===== src/rtl/eprd_pkg.sv =====
// constants and register map of the external pin request detector
//
// Overview of operation
// control bit 7 reads zero, ignores writes
// pull disable bit acts only while enabled
// polarity bit picks falling/low or rising/high
// rising polarity forces the pullup off
// pin enable gates every request event
// event flag is read only, set by hardware
// writing one to acknowledge clears the flag
// edge-and-level mode holds flag while pin asserted
// interrupt enable drives request from event flag
// mode bit picks edge only or edge+level
// edge is de-asserted to asserted transition
// turning pin function on sets the flag
// pin synchronised in two stages, reset one; control registers reset zero
package eprd_pkg;

	// ****************************************************************
	// register indices and byte addresses
	// ****************************************************************
	localparam logic [7:0] CTRL_IDX  = 8'h3B;
	localparam logic [7:0] STAT_IDX  = 8'h3C;
	localparam logic [7:0] MASK_IDX  = 8'h3D;
	localparam logic [7:0] CTRL_ADDR = {CTRL_IDX[5:0], 2'b00};
	localparam logic [7:0] STAT_ADDR = {STAT_IDX[5:0], 2'b00};
	localparam logic [7:0] MASK_ADDR = {MASK_IDX[5:0], 2'b00};

	// ****************************************************************
	// control register fields
	// ****************************************************************
	localparam int BIT_RSVD = 7;
	localparam int BIT_PDD  = 6;
	localparam int BIT_EDG  = 5;
	localparam int BIT_PE   = 4;
	localparam int BIT_FLAG = 3;
	localparam int BIT_ACK  = 2;
	localparam int BIT_IE   = 1;
	localparam int BIT_MOD  = 0;
	localparam logic [7:0] CTRL_RST = 8'h00;

	// ****************************************************************
	// sticky status and mask fields
	// ****************************************************************
	localparam int ST_W       = 2;
	localparam int ST_EVENT   = 0;
	localparam int ST_REFUSED = 1;
	localparam logic [ST_W-1:0] STAT_RST = 2'h0;
	localparam logic [ST_W-1:0] MASK_RST = 2'h0;

	// ****************************************************************
	// bus answers
	// ****************************************************************
	localparam logic [1:0] RESP_OKAY   = 2'h0;
	localparam logic [1:0] RESP_SLVERR = 2'h2;

endpackage


===== src/rtl/eprd_sync.sv =====
// two-flop synchroniser with a constant reset value
module eprd_sync
	import eprd_pkg::*;
#(
	parameter logic RST_VAL = 1'b0
) (
	// clock and reset
	input  wire logic clk_i,
	input  wire logic rst_n_i,
	// data
	input  wire logic d_i,
	output logic      q_o
);

	logic meta;
	logic next_meta;
	logic next_q;

	always_comb begin
		next_meta = d_i;
		next_q    = meta;
	end

	// the first stage feeds only the second
	always_ff @(posedge clk_i or negedge rst_n_i) begin
		if (!rst_n_i) begin
			meta <= RST_VAL;
			q_o  <= RST_VAL;
		end else begin
			meta <= next_meta;
			q_o  <= next_q;
		end
	end

	a_sync_two_stage: assert property (@(posedge clk_i) disable iff (!rst_n_i)
		($past(rst_n_i, 2) && $past(rst_n_i)) |-> (q_o == $past(d_i, 2)))
		else $error("synchroniser output is not input delayed by two");

endmodule


===== src/rtl/eprd_detect.sv =====
// polarity-aware edge and level detector for the synchronised pin
module eprd_detect
	import eprd_pkg::*;
(
	// clock and reset
	input  wire logic clk_i,
	input  wire logic rst_n_i,
	// pin and configuration
	input  wire logic pin_i,
	input  wire logic rising_i,
	input  wire logic enable_i,
	// detection results
	output logic      asserted_o,
	output logic      edge_o
);

	logic prev_asserted;
	logic next_prev_asserted;

	always_comb begin
		asserted_o         = rising_i ? pin_i : ~pin_i;
		edge_o             = enable_i & asserted_o & ~prev_asserted;
		next_prev_asserted = asserted_o;
	end

	always_ff @(posedge clk_i or negedge rst_n_i) begin
		if (!rst_n_i) begin
			prev_asserted <= 1'b0;
		end else begin
			prev_asserted <= next_prev_asserted;
		end
	end

	a_polarity_level: assert property (@(posedge clk_i) disable iff (!rst_n_i)
		asserted_o == (rising_i ? pin_i : !pin_i))
		else $error("asserted level does not follow polarity");

	a_edge_needs_change: assert property (@(posedge clk_i) disable iff (!rst_n_i)
		edge_o |-> ($past(asserted_o) == 1'b0) && enable_i)
		else $error("edge reported without a transition");

endmodule


===== src/rtl/eprd_top.sv =====
// external pin request detector with its axi4-lite register slave
module eprd_top
	import eprd_pkg::*;
#(
	parameter int ADDR_W = 8
) (
	// clock and reset
	input  wire logic              CLK_I,
	input  wire logic              RST_N_I,
	// axi4-lite write address
	input  wire logic [ADDR_W-1:0] S_AXI_AWADDR_I,
	input  wire logic              S_AXI_AWVALID_I,
	output logic                   S_AXI_AWREADY_O,
	// axi4-lite write data
	input  wire logic [31:0]       S_AXI_WDATA_I,
	input  wire logic [3:0]        S_AXI_WSTRB_I,
	input  wire logic              S_AXI_WVALID_I,
	output logic                   S_AXI_WREADY_O,
	// axi4-lite write response
	output logic [1:0]             S_AXI_BRESP_O,
	output logic                   S_AXI_BVALID_O,
	input  wire logic              S_AXI_BREADY_I,
	// axi4-lite read address
	input  wire logic [ADDR_W-1:0] S_AXI_ARADDR_I,
	input  wire logic              S_AXI_ARVALID_I,
	output logic                   S_AXI_ARREADY_O,
	// axi4-lite read data
	output logic [31:0]            S_AXI_RDATA_O,
	output logic [1:0]             S_AXI_RRESP_O,
	output logic                   S_AXI_RVALID_O,
	input  wire logic              S_AXI_RREADY_I,
	// request pin and its pull device
	input  wire logic              REQ_PIN_I,
	output logic                   PULL_EN_O,
	// requests to the cpu
	output logic                   CPU_REQ_O,
	output logic                   INT_O
);

	// ****************************************************************
	// elaboration check
	// ****************************************************************
	if (ADDR_W < 8) begin : g_bad_addr
		$error("ADDR_W must be at least 8");
	end

	// ****************************************************************
	// reset release and pin synchronisation
	// ****************************************************************
	logic rst_n;
	logic pin_sync;

	eprd_sync #(.RST_VAL(1'b0)) u_rst_sync (
		.clk_i   (CLK_I),
		.rst_n_i (RST_N_I),
		.d_i     (1'b1),
		.q_o     (rst_n)
	);

	// the pin idles high on its pullup, so reset to that level to avoid a false edge
	eprd_sync #(.RST_VAL(1'b1)) u_pin_sync (
		.clk_i   (CLK_I),
		.rst_n_i (rst_n),
		.d_i     (REQ_PIN_I),
		.q_o     (pin_sync)
	);

	// ****************************************************************
	// control state
	// ****************************************************************
	logic            pdd;
	logic            edg;
	logic            pe;
	logic            flag;
	logic            ie;
	logic            mode;
	logic            pe_prev;
	logic [ST_W-1:0] stat;
	logic [ST_W-1:0] mask;
	logic            next_pdd;
	logic            next_edg;
	logic            next_pe;
	logic            next_flag;
	logic            next_ie;
	logic            next_mode;
	logic            next_pe_prev;
	logic [ST_W-1:0] next_stat;
	logic [ST_W-1:0] next_mask;
	logic            next_pull;
	logic            next_cpu_req;
	logic            next_int;

	logic pin_asserted;
	logic pin_edge;
	logic level_hold;
	logic pe_rise;
	logic flag_set;
	logic ack_req;

	eprd_detect u_detect (
		.clk_i      (CLK_I),
		.rst_n_i    (rst_n),
		.pin_i      (pin_sync),
		.rising_i   (edg),
		.enable_i   (pe),
		.asserted_o (pin_asserted),
		.edge_o     (pin_edge)
	);

	// ****************************************************************
	// axi4-lite slave state
	// ****************************************************************
	logic              aw_full;
	logic              w_full;
	logic [ADDR_W-1:0] aw_addr;
	logic [7:0]        w_byte;
	logic              w_lane0;
	logic              bvalid;
	logic [1:0]        bresp;
	logic              rvalid;
	logic [1:0]        rresp;
	logic [7:0]        rbyte;
	logic              next_aw_full;
	logic              next_w_full;
	logic [ADDR_W-1:0] next_aw_addr;
	logic [7:0]        next_w_byte;
	logic              next_w_lane0;
	logic              next_bvalid;
	logic [1:0]        next_bresp;
	logic              next_rvalid;
	logic [1:0]        next_rresp;
	logic [7:0]        next_rbyte;
	logic              do_write;
	logic              wr_ctrl;
	logic              wr_stat;
	logic              wr_mask;
	logic [7:0]        ctrl_view;
	logic              rd_hit;

	// ****************************************************************
	// bus next state
	// ****************************************************************
	always_comb begin
		// write address and data are taken in either order, then answered together
		do_write     = aw_full & w_full & ~bvalid;
		next_aw_full = aw_full;
		next_w_full  = w_full;
		next_aw_addr = aw_addr;
		next_w_byte  = w_byte;
		next_w_lane0 = w_lane0;
		next_bvalid  = bvalid;
		next_bresp   = bresp;
		if (S_AXI_AWVALID_I && S_AXI_AWREADY_O) begin
			next_aw_full = 1'b1;
			next_aw_addr = S_AXI_AWADDR_I;
		end
		if (S_AXI_WVALID_I && S_AXI_WREADY_O) begin
			next_w_full  = 1'b1;
			next_w_byte  = S_AXI_WDATA_I[7:0];
			next_w_lane0 = S_AXI_WSTRB_I[0];
		end
		if (bvalid && S_AXI_BREADY_I) begin
			next_bvalid = 1'b0;
		end
		if (do_write) begin
			next_aw_full = 1'b0;
			next_w_full  = 1'b0;
			next_bvalid  = 1'b1;
			next_bresp   = (wr_ctrl || wr_stat || wr_mask) ? RESP_OKAY : RESP_SLVERR;
		end

		ctrl_view           = CTRL_RST;
		ctrl_view[BIT_PDD]  = pdd;
		ctrl_view[BIT_EDG]  = edg;
		ctrl_view[BIT_PE]   = pe;
		ctrl_view[BIT_FLAG] = flag;
		ctrl_view[BIT_IE]   = ie;
		ctrl_view[BIT_MOD]  = mode;
		// top bit and acknowledge bit stay zero in the read view, see R1

		next_rvalid = rvalid;
		next_rresp  = rresp;
		next_rbyte  = rbyte;
		rd_hit      = 1'b0;
		if (rvalid && S_AXI_RREADY_I) begin
			next_rvalid = 1'b0;
		end
		if (S_AXI_ARVALID_I && S_AXI_ARREADY_O) begin
			next_rvalid = 1'b1;
			rd_hit      = 1'b1;
			next_rresp  = RESP_OKAY;
			case (S_AXI_ARADDR_I[7:0])
				CTRL_ADDR: next_rbyte = ctrl_view;
				STAT_ADDR: next_rbyte = {6'h00, stat};
				MASK_ADDR: next_rbyte = {6'h00, mask};
				default: begin
					next_rbyte = 8'h00;
					next_rresp = RESP_SLVERR;
					rd_hit     = 1'b0;
				end
			endcase
			if (ADDR_W > 8 && (S_AXI_ARADDR_I >> 8) != '0) begin
				next_rbyte = 8'h00;
				next_rresp = RESP_SLVERR;
			end
		end
	end

	always_comb begin
		wr_ctrl = 1'b0;
		wr_stat = 1'b0;
		wr_mask = 1'b0;
		if (do_write && ((aw_addr >> 8) == '0)) begin
			wr_ctrl = (aw_addr[7:0] == CTRL_ADDR);
			wr_stat = (aw_addr[7:0] == STAT_ADDR);
			wr_mask = (aw_addr[7:0] == MASK_ADDR);
		end
	end

	// ****************************************************************
	// detection and register next state
	// ****************************************************************
	always_comb begin
		level_hold   = pe & mode & pin_asserted;
		pe_rise      = pe & ~pe_prev;
		flag_set     = pe & (pin_edge | level_hold | pe_rise); // see R5
		ack_req      = wr_ctrl & w_lane0 & w_byte[BIT_ACK];

		next_pdd     = pdd;
		next_edg     = edg;
		next_pe      = pe;
		next_ie      = ie;
		next_mode    = mode;
		next_mask    = mask;
		next_pe_prev = pe;
		if (wr_ctrl && w_lane0) begin
			// bit 7 is not stored
			next_pdd  = w_byte[BIT_PDD];
			next_edg  = w_byte[BIT_EDG];
			next_pe   = w_byte[BIT_PE];
			next_ie   = w_byte[BIT_IE];
			next_mode = w_byte[BIT_MOD];
		end
		if (wr_mask && w_lane0) begin
			next_mask = w_byte[ST_W-1:0];
		end

		// a held level keeps setting, so an acknowledge cannot win
		next_flag = flag_set | (flag & ~ack_req);

		next_stat = stat;
		if (wr_stat && w_lane0) begin
			next_stat = stat & ~w_byte[ST_W-1:0];
		end
		// set beats a same-cycle write-one clear
		if (pe && (pin_edge || pe_rise)) begin
			next_stat[ST_EVENT] = 1'b1;
		end
		if (ack_req && level_hold) begin
			next_stat[ST_REFUSED] = 1'b1;
		end

		next_pull    = pe & ~pdd & ~edg; // see R2
		next_cpu_req = next_ie & next_flag;
		next_int     = |(next_stat & next_mask);
	end

	// ****************************************************************
	// registers
	// ****************************************************************
	always_ff @(posedge CLK_I or negedge rst_n) begin
		if (!rst_n) begin
			pdd             <= CTRL_RST[BIT_PDD];
			edg             <= CTRL_RST[BIT_EDG];
			pe              <= CTRL_RST[BIT_PE];
			flag            <= CTRL_RST[BIT_FLAG];
			ie              <= CTRL_RST[BIT_IE];
			mode            <= CTRL_RST[BIT_MOD];
			pe_prev         <= 1'b0;
			stat            <= STAT_RST;
			mask            <= MASK_RST;
			PULL_EN_O       <= 1'b0;
			CPU_REQ_O       <= 1'b0;
			INT_O           <= 1'b0;
			aw_full         <= 1'b0;
			w_full          <= 1'b0;
			aw_addr         <= '0;
			w_byte          <= 8'h00;
			w_lane0         <= 1'b0;
			bvalid          <= 1'b0;
			bresp           <= RESP_OKAY;
			rvalid          <= 1'b0;
			rresp           <= RESP_OKAY;
			rbyte           <= 8'h00;
			S_AXI_AWREADY_O <= 1'b0;
			S_AXI_WREADY_O  <= 1'b0;
			S_AXI_ARREADY_O <= 1'b0;
		end else begin
			pdd             <= next_pdd;
			edg             <= next_edg;
			pe              <= next_pe;
			flag            <= next_flag;
			ie              <= next_ie;
			mode            <= next_mode;
			pe_prev         <= next_pe_prev;
			stat            <= next_stat;
			mask            <= next_mask;
			PULL_EN_O       <= next_pull;
			CPU_REQ_O       <= next_cpu_req;
			INT_O           <= next_int;
			aw_full         <= next_aw_full;
			w_full          <= next_w_full;
			aw_addr         <= next_aw_addr;
			w_byte          <= next_w_byte;
			w_lane0         <= next_w_lane0;
			bvalid          <= next_bvalid;
			bresp           <= next_bresp;
			rvalid          <= next_rvalid;
			rresp           <= next_rresp;
			rbyte           <= next_rbyte;
			// ready drops as soon as a beat is held, so one write is in flight
			S_AXI_AWREADY_O <= ~next_aw_full & ~next_bvalid;
			S_AXI_WREADY_O  <= ~next_w_full & ~next_bvalid;
			S_AXI_ARREADY_O <= ~next_rvalid & ~(S_AXI_ARVALID_I & S_AXI_ARREADY_O);
		end
	end

	assign S_AXI_BVALID_O = bvalid;
	assign S_AXI_BRESP_O  = bresp;
	assign S_AXI_RVALID_O = rvalid;
	assign S_AXI_RRESP_O  = rresp;
	assign S_AXI_RDATA_O  = {24'h000000, rbyte};

	// ****************************************************************
	// checks
	// ****************************************************************
	a_top_bit_zero: assert property (@(posedge CLK_I) disable iff (!rst_n)
		(rd_hit && S_AXI_ARADDR_I[7:0] == CTRL_ADDR) |=> !S_AXI_RDATA_O[BIT_RSVD])
		else $error("reserved top bit read back non-zero");

	a_ack_reads_zero: assert property (@(posedge CLK_I) disable iff (!rst_n)
		(rd_hit && S_AXI_ARADDR_I[7:0] == CTRL_ADDR) |=> !S_AXI_RDATA_O[BIT_ACK])
		else $error("acknowledge bit read back non-zero");

	a_ack_clears_flag: assert property (@(posedge CLK_I) disable iff (!rst_n)
		(ack_req && !flag_set) |=> !flag)
		else $error("acknowledge did not clear the event flag");

	a_level_holds_flag: assert property (@(posedge CLK_I) disable iff (!rst_n)
		(pe && mode && pin_asserted) |=> flag)
		else $error("held level did not keep the flag set");

	a_pull_rising_off: assert property (@(posedge CLK_I) disable iff (!rst_n)
		(pe && edg) |=> !PULL_EN_O)
		else $error("pullup on while rising polarity selected");

	a_pull_default_on: assert property (@(posedge CLK_I) disable iff (!rst_n)
		(pe && !edg && !pdd) |=> PULL_EN_O)
		else $error("pullup off though enabled and not disabled");

	a_disabled_quiet: assert property (@(posedge CLK_I) disable iff (!rst_n)
		(!pe && !flag) |=> !flag)
		else $error("event flag set while pin function disabled");

	a_edge_sets_flag: assert property (@(posedge CLK_I) disable iff (!rst_n)
		(pe && pin_edge) |=> flag ##1 (flag || $past(ack_req)))
		else $error("detected edge did not set the event flag");

	a_enable_sets_flag: assert property (@(posedge CLK_I) disable iff (!rst_n)
		(pe && !pe_prev) |=> flag)
		else $error("turning on the pin function did not set the flag");

	a_request_follows: assert property (@(posedge CLK_I) disable iff (!rst_n)
		##1 (CPU_REQ_O == (flag && ie)))
		else $error("cpu request does not follow flag and enable");

	a_edge_only_clear: assert property (@(posedge CLK_I) disable iff (!rst_n)
		(!mode && ack_req && !pin_edge && !pe_rise) |=> !flag)
		else $error("edge-only mode flag not cleared by acknowledge");

endmodule


===== config.mk =====
export PLATFORM = sky130hd
export DESIGN_NAME = eprd_top
export DESIGN_NICKNAME = d
export VERILOG_FILES = /design/src/rtl/eprd_pkg.sv /design/src/rtl/eprd_sync.sv /design/src/rtl/eprd_detect.sv /design/src/rtl/eprd_top.sv
export SDC_FILE = /design/constraint.sdc
export NUM_CORES = 1
export LEC_CHECK = 0
export ABC_CLOCK_PERIOD_IN_PS = 1550
export BUFFER_PORTS_ARGS = -buffer_cell sky130_fd_sc_hd__buf_2
export CAP_MARGIN = 30
export CORE_AREA = 5 5 79 81
export DETAILED_ROUTE_END_ITERATION = 10
export DIE_AREA = 0 0 84 86
export PLACE_DENSITY = 0.74
export SETUP_SLACK_MARGIN = 0.2
export SLEW_MARGIN = 20
export SYNTH_ARGS = -nofsm -noshare
export SYNTH_HDL_FRONTEND = slang
export SYNTH_HIERARCHICAL = 1
export SYNTH_SLANG_ARGS = --single-unit

===== constraint.sdc =====
create_clock -name CLK_I -period 1.55 [get_ports CLK_I]
set_input_delay 0.31 -clock CLK_I [delete_from_list [all_inputs] [get_ports CLK_I]]
set_output_delay 0.31 -clock CLK_I [all_outputs]
set_load 0.005 [all_outputs]

# == After elaboration in Yosys (flattened, before gate mapping) ==
# Index checks and enable logic that the tools add are counted.
# op_classes
add_sub_neg,0
multipliers,0
div,0
n_lt_le_gt_ge,0
n_eq_ne,6
n_shift,0
mux,20
bitwise,36
n_reduce_logical,15
# op_table
op,n
equality test 8 bit (second input constant),6
one-hot mux 7 bit (3 select lines),1
AND 1 bit,18
2-to-1 mux 1 bit,15
inverter 1 bit,12
logical AND 1 bit,10
2-to-1 mux 2 bit,4
AND 2 bit,2
logical OR 1 bit,3
OR 1 bit,3
OR reduction 3 bit,1
inverter 2 bit,1
OR reduction 2 bit,1
# totals
ff_bits,54
latch_bits,0
mem_bits_rw,0
mem_bits_ro,0
in_bits,60
out_inout_bits,44
memories,0

# == Longest topological paths before layout ==
# logic_depth
ltp_word,9
ltp_mapped,6
mapped_depth_nobuf,6

# == By module ==
# Netlist, hierarchy kept.
# modules_own_cells
mod,instances,cells_each,area_each_um2
eprd_top,1,156,2004.4
eprd_sync (u_pin_sync),1,2,52.6
eprd_sync (u_rst_sync),1,2,50.0
eprd_detect,1,3,42.5

# == Worst setup path before layout ==
# No wires, ideal clock.
# synth_timing
kind,reg2reg
from,register aw_addr[0]
to,register CPU_REQ_O
t_arrival_ns,1.501
t_required_ns,1.431
setup_slack_ns,-0.070
stages_incl_launch_ff,5
n_path_buf,0
path_cell_list,dfrtp_1 nand4b_4 nor4_4 mux2_2 and2_1
# synth_via
word_cells_on_any_way,10
# synth_lines
element,line_no,text
"start, declared",eprd_top.sv:115,logic [ADDR_W-1:0] aw_addr;
"start signal, assigned",eprd_top.sv:313,aw_addr <= next_aw_addr;
equality test 8 bit,eprd_top.sv:214,wr_ctrl = (aw_addr[7:0] == CTRL_ADDR);
2-to-1 mux 1 bit,eprd_top.sv:213,if (do_write && ((aw_addr >> 8) == '0)) begin
logical AND 1 bit,eprd_top.sv:236,if (wr_ctrl && w_lane0) begin
2-to-1 mux 1 bit,eprd_top.sv:236,
via next_ie,eprd_top.sv:84,logic next_ie;
AND 1 bit,eprd_top.sv:264,next_cpu_req = next_ie & next_flag;
via next_cpu_req,eprd_top.sv:90,logic next_cpu_req;
"end signal, assigned",eprd_top.sv:309,CPU_REQ_O <= next_cpu_req;
"end, declared",eprd_top.sv:36,"output logic CPU_REQ_O,"
# The timed path passes the listed nets, and every way through them passes these cells.
# A chain may end at the register's enable or synchronous reset.

# == Final worst setup path ==
# layout_timing
from,register aw_addr[4]
to,register CPU_REQ_O
# Same word-level chain as after synthesis.

==> flow_summary.ini <==
[status]
status = finished, violations left
violations = setup timing

[synthesis]
ys.flop_type = dfrtp_1
synth_top_area_cell = dfrtp_1
syn_avg_cell_area_um2 = 13.2
ys_seq_area_frac = 0.572
synth_edf_count = 0
synthArstFlopShare = 1.00
synthTopCellsByArea = dfrtp_1, mux2_2, buf_4, dfstp_2, nand4b_4
synth_top_cells_by_count = dfrtp_1, buf_4, mux2_2, o21ai_0, nand2_1
yosysWarnings = 6
yosysUniqueCellTypes = 32
syn_inst = 163
ys_ff_latch = 49
synth_top_area_share = 0.547
netlist_area_um2 = 2150
synth_most_common_cell = dfrtp_1

[routing]
wire_per_inst_um = 12.9
dr_total_vias = 1378
ant_nets = 0
route.detailed.drc = 0
drt-initial-drc-count = 63
routed_wl_um = 3970
via_per_inst = 4.49
drtPass1Iterations = 3

[layout]
n_antenna_cell = 0
nets = 295
areaGrowthSynthToFinish_pct = 25.9
layout-drive-gt1-share = 0.481
seq_area_um2 = 1230
multi_input_area_um2 = 871
final_area_um2 = 2710
num-fill-cells = 499

[place]
portBuffers = 46
gp_congestion = 0.715
placed_area_um2 = 2480
place_hpwl_um = 3120
dp_slack_ns = -0.0736

[grt]
grt_pass1_wl_um = 6610
grt_usage = 0.115
first_global_vias = 1392
grt_antenna_before_repair = 0
grt_max_degree = 23
grt_overflow = 0

[critical_path]
critPathBufInv = 1
ff2ff_setup_slack_ns = -0.06
path_cells = nand3b_1, nor4_4, buf_4, mux2_4, and2_4
timing.rr.end = CPU_REQ_O$_DFF_PN0_
critPathTopFamily = simple AND/OR/NAND/NOR gates
r2r_start = aw_addr[4]$_DFFE_PN0P_
critical_path_class = reg2reg
cp_max_fo = 2
start_kind = flop
reg2reg_depth = 5
worstPathArrival_ns = 1.80
max_stage_delay_ns = 0.38
worstPathRequired_ns = 1.74
slowest_stage = dfrtp_1
worstSetupEndpointType = flop

[cts]
cts-root-buf = clkbuf_8
cts-buffers-inserted = 5
clock-sinks = 49
clk_path_buf_depth = 2
ctsHtreeMaxLevel = 2
clk_latency_ns = 0.30
tritoncts = yes
clk_pin_slew_ns = 0.08

[timing]
post-route-period-util = 1.04
fin_ws_ns = -0.0569
drv_slew = 0
fin_skew_ns = 0.00482
fmaxAchievable_ghz = 0.622
period_needed_ns = 1.61
finalHoldViolCount = 0
final-setup-viol-count = 5
rsz0062_at_grt = true

[job]
cap_violations = 0

[power_and_ir_drop]
p_switching_mw = 1.05
switching_share = 0.291
p_seq_frac = 0.525
ir_worst_vdd_v = 0.000981
p_leak_nw = 1.37
p_clk_frac = 0.205
p_int_mw = 2.55
cellPowerDensity_nw_per_um2 = 1330
comb_power_share = 0.270

[floorplanning]
rows = 27
die_x_um = 84
core_area_um2 = 5410
die_h_um = 86
boundaryPins = 104
initial_core_util = 0.398
dieArea_um2 = 7220

[min_path]
hp-start = REQ_PIN_I
min_to = u_pin_sync/meta$_DFF_PN1_
hold_class = in2reg
whs_path_depth = 1
metal layers:
metal,up-vias,global-route usage,part of all wire
li1,653,-,-
met1,669,0.138,0.40
met2,50,0.192,0.51
met3,6,0.0413,0.082
met4,0,0.0424,0.013
met5,-,0,0
stage by stage:
step	hold WS, ns	power, mW	util	std cells	setup TNS, ns
final	0.113	3.59	0.501	307	-0.242
after global routing	0.0930	3.83	0.501	307	-0.568
after CTS	0.102	3.54	0.483	304	-0.133
after detailed placement	0.0985	2.76	0.459	293	-0.212
after global placement	0.0969	2.71	0.459	293	-0.101
after floorplan	0.0144	2.46	-	190	-0.0402
final cells by class:
| cell class | count | area share |
|---|---|---|
| sequential | 49 | 0.454 |
| multi-input combinational | 108 | 0.322 |
| timing repair buffer | 66 | 0.152 |
| tap | 72 | 0.0333 |
| clock buffer | 7 | 0.0319 |
| inverter | 5 | 0.00693 |
kinds of logic (layout without fill, tap and decap cells):
logic type             after synthesis  in the layout  synth area share
AO/OA/AOI/OAI                       22             22            0.0728
AND/OR/NAND/NOR                     32             32             0.117
XOR/XNOR                             1              1           0.00408
flip-flops                          49             49             0.572
multiplexers                        24             24             0.125
other                                2             29           0.00349
buffers and inverters               33             78             0.107
flip-flops by register name, indices dropped and copies added, names as in the netlist, 2 cells and up:
register,cells
aw_addr,8
mask,2
rbyte,6
stat,2
w_byte,6
worst max path at each step:
stage                        startpoint             endpoint  depth (start not counted)
3_5_place_dp     aw_addr[3]$_DFFE_PN0P_      INT_O$_DFF_PN0_                          5
2_1_floorplan    aw_addr[4]$_DFFE_PN0P_  CPU_REQ_O$_DFF_PN0_                          4
3_3_place_gp     aw_addr[3]$_DFFE_PN0P_      INT_O$_DFF_PN0_                          5
5_1_grt        S_AXI_BVALID_O$_DFF_PN0_      INT_O$_DFF_PN0_                          5
4_1_cts          aw_addr[0]$_DFFE_PN0P_      INT_O$_DFF_PN0_                          5
6_report         aw_addr[4]$_DFFE_PN0P_  CPU_REQ_O$_DFF_PN0_                          5
power by group through the flow:
stage / combinational (mW) / clock (mW) / sequential (mW)
finish: 0.970 / 0.736 / 1.89
global route: 1.07 / 0.817 / 1.94
CTS: 0.901 / 0.762 / 1.88
detailed placement: 0.853 / 0 / 1.91
global placement: 0.818 / 0 / 1.89
floorplan: 0.571 / 0 / 1.89
repair_timing:
item,CTS,global route
resized for setup,2,16
hold endpoints to repair,2,0
pin swaps,4,4
setup endpoints to repair,18,19
buffers inserted,3,3
hold buffers,1,0
worst register-to-register path: stages (launching register included):
cell,delay (ns)
dfrtp_1,0.38
nand3b_1,0.22
nor4_4,0.33
buf_4,0.16
mux2_4,0.29
and2_4,0.13
layout by cell type, fill, tap and decap left out, drive strengths merged:
cell,instances
a22oi,2
o21a,1
dfrtp,47
nand2,8
dfstp,2
and3b,1
inv,5
a2111oi,1
and2,2
o21ai,8
nor4,2
or4,1
nand4b,3
a22o,4
clkbuf,7
mux2i,2
nand2b,3
mux2,22
and3,1
conb,29
dlygate4sd3,1
xnor2,1
nor2,2
buf,65
nand3,3
a21boi,1
nor3b,2
a32o,2
nand3b,3
or2,1
a21o,1
a211oi,2
Power figures use the tool's default switching activity.
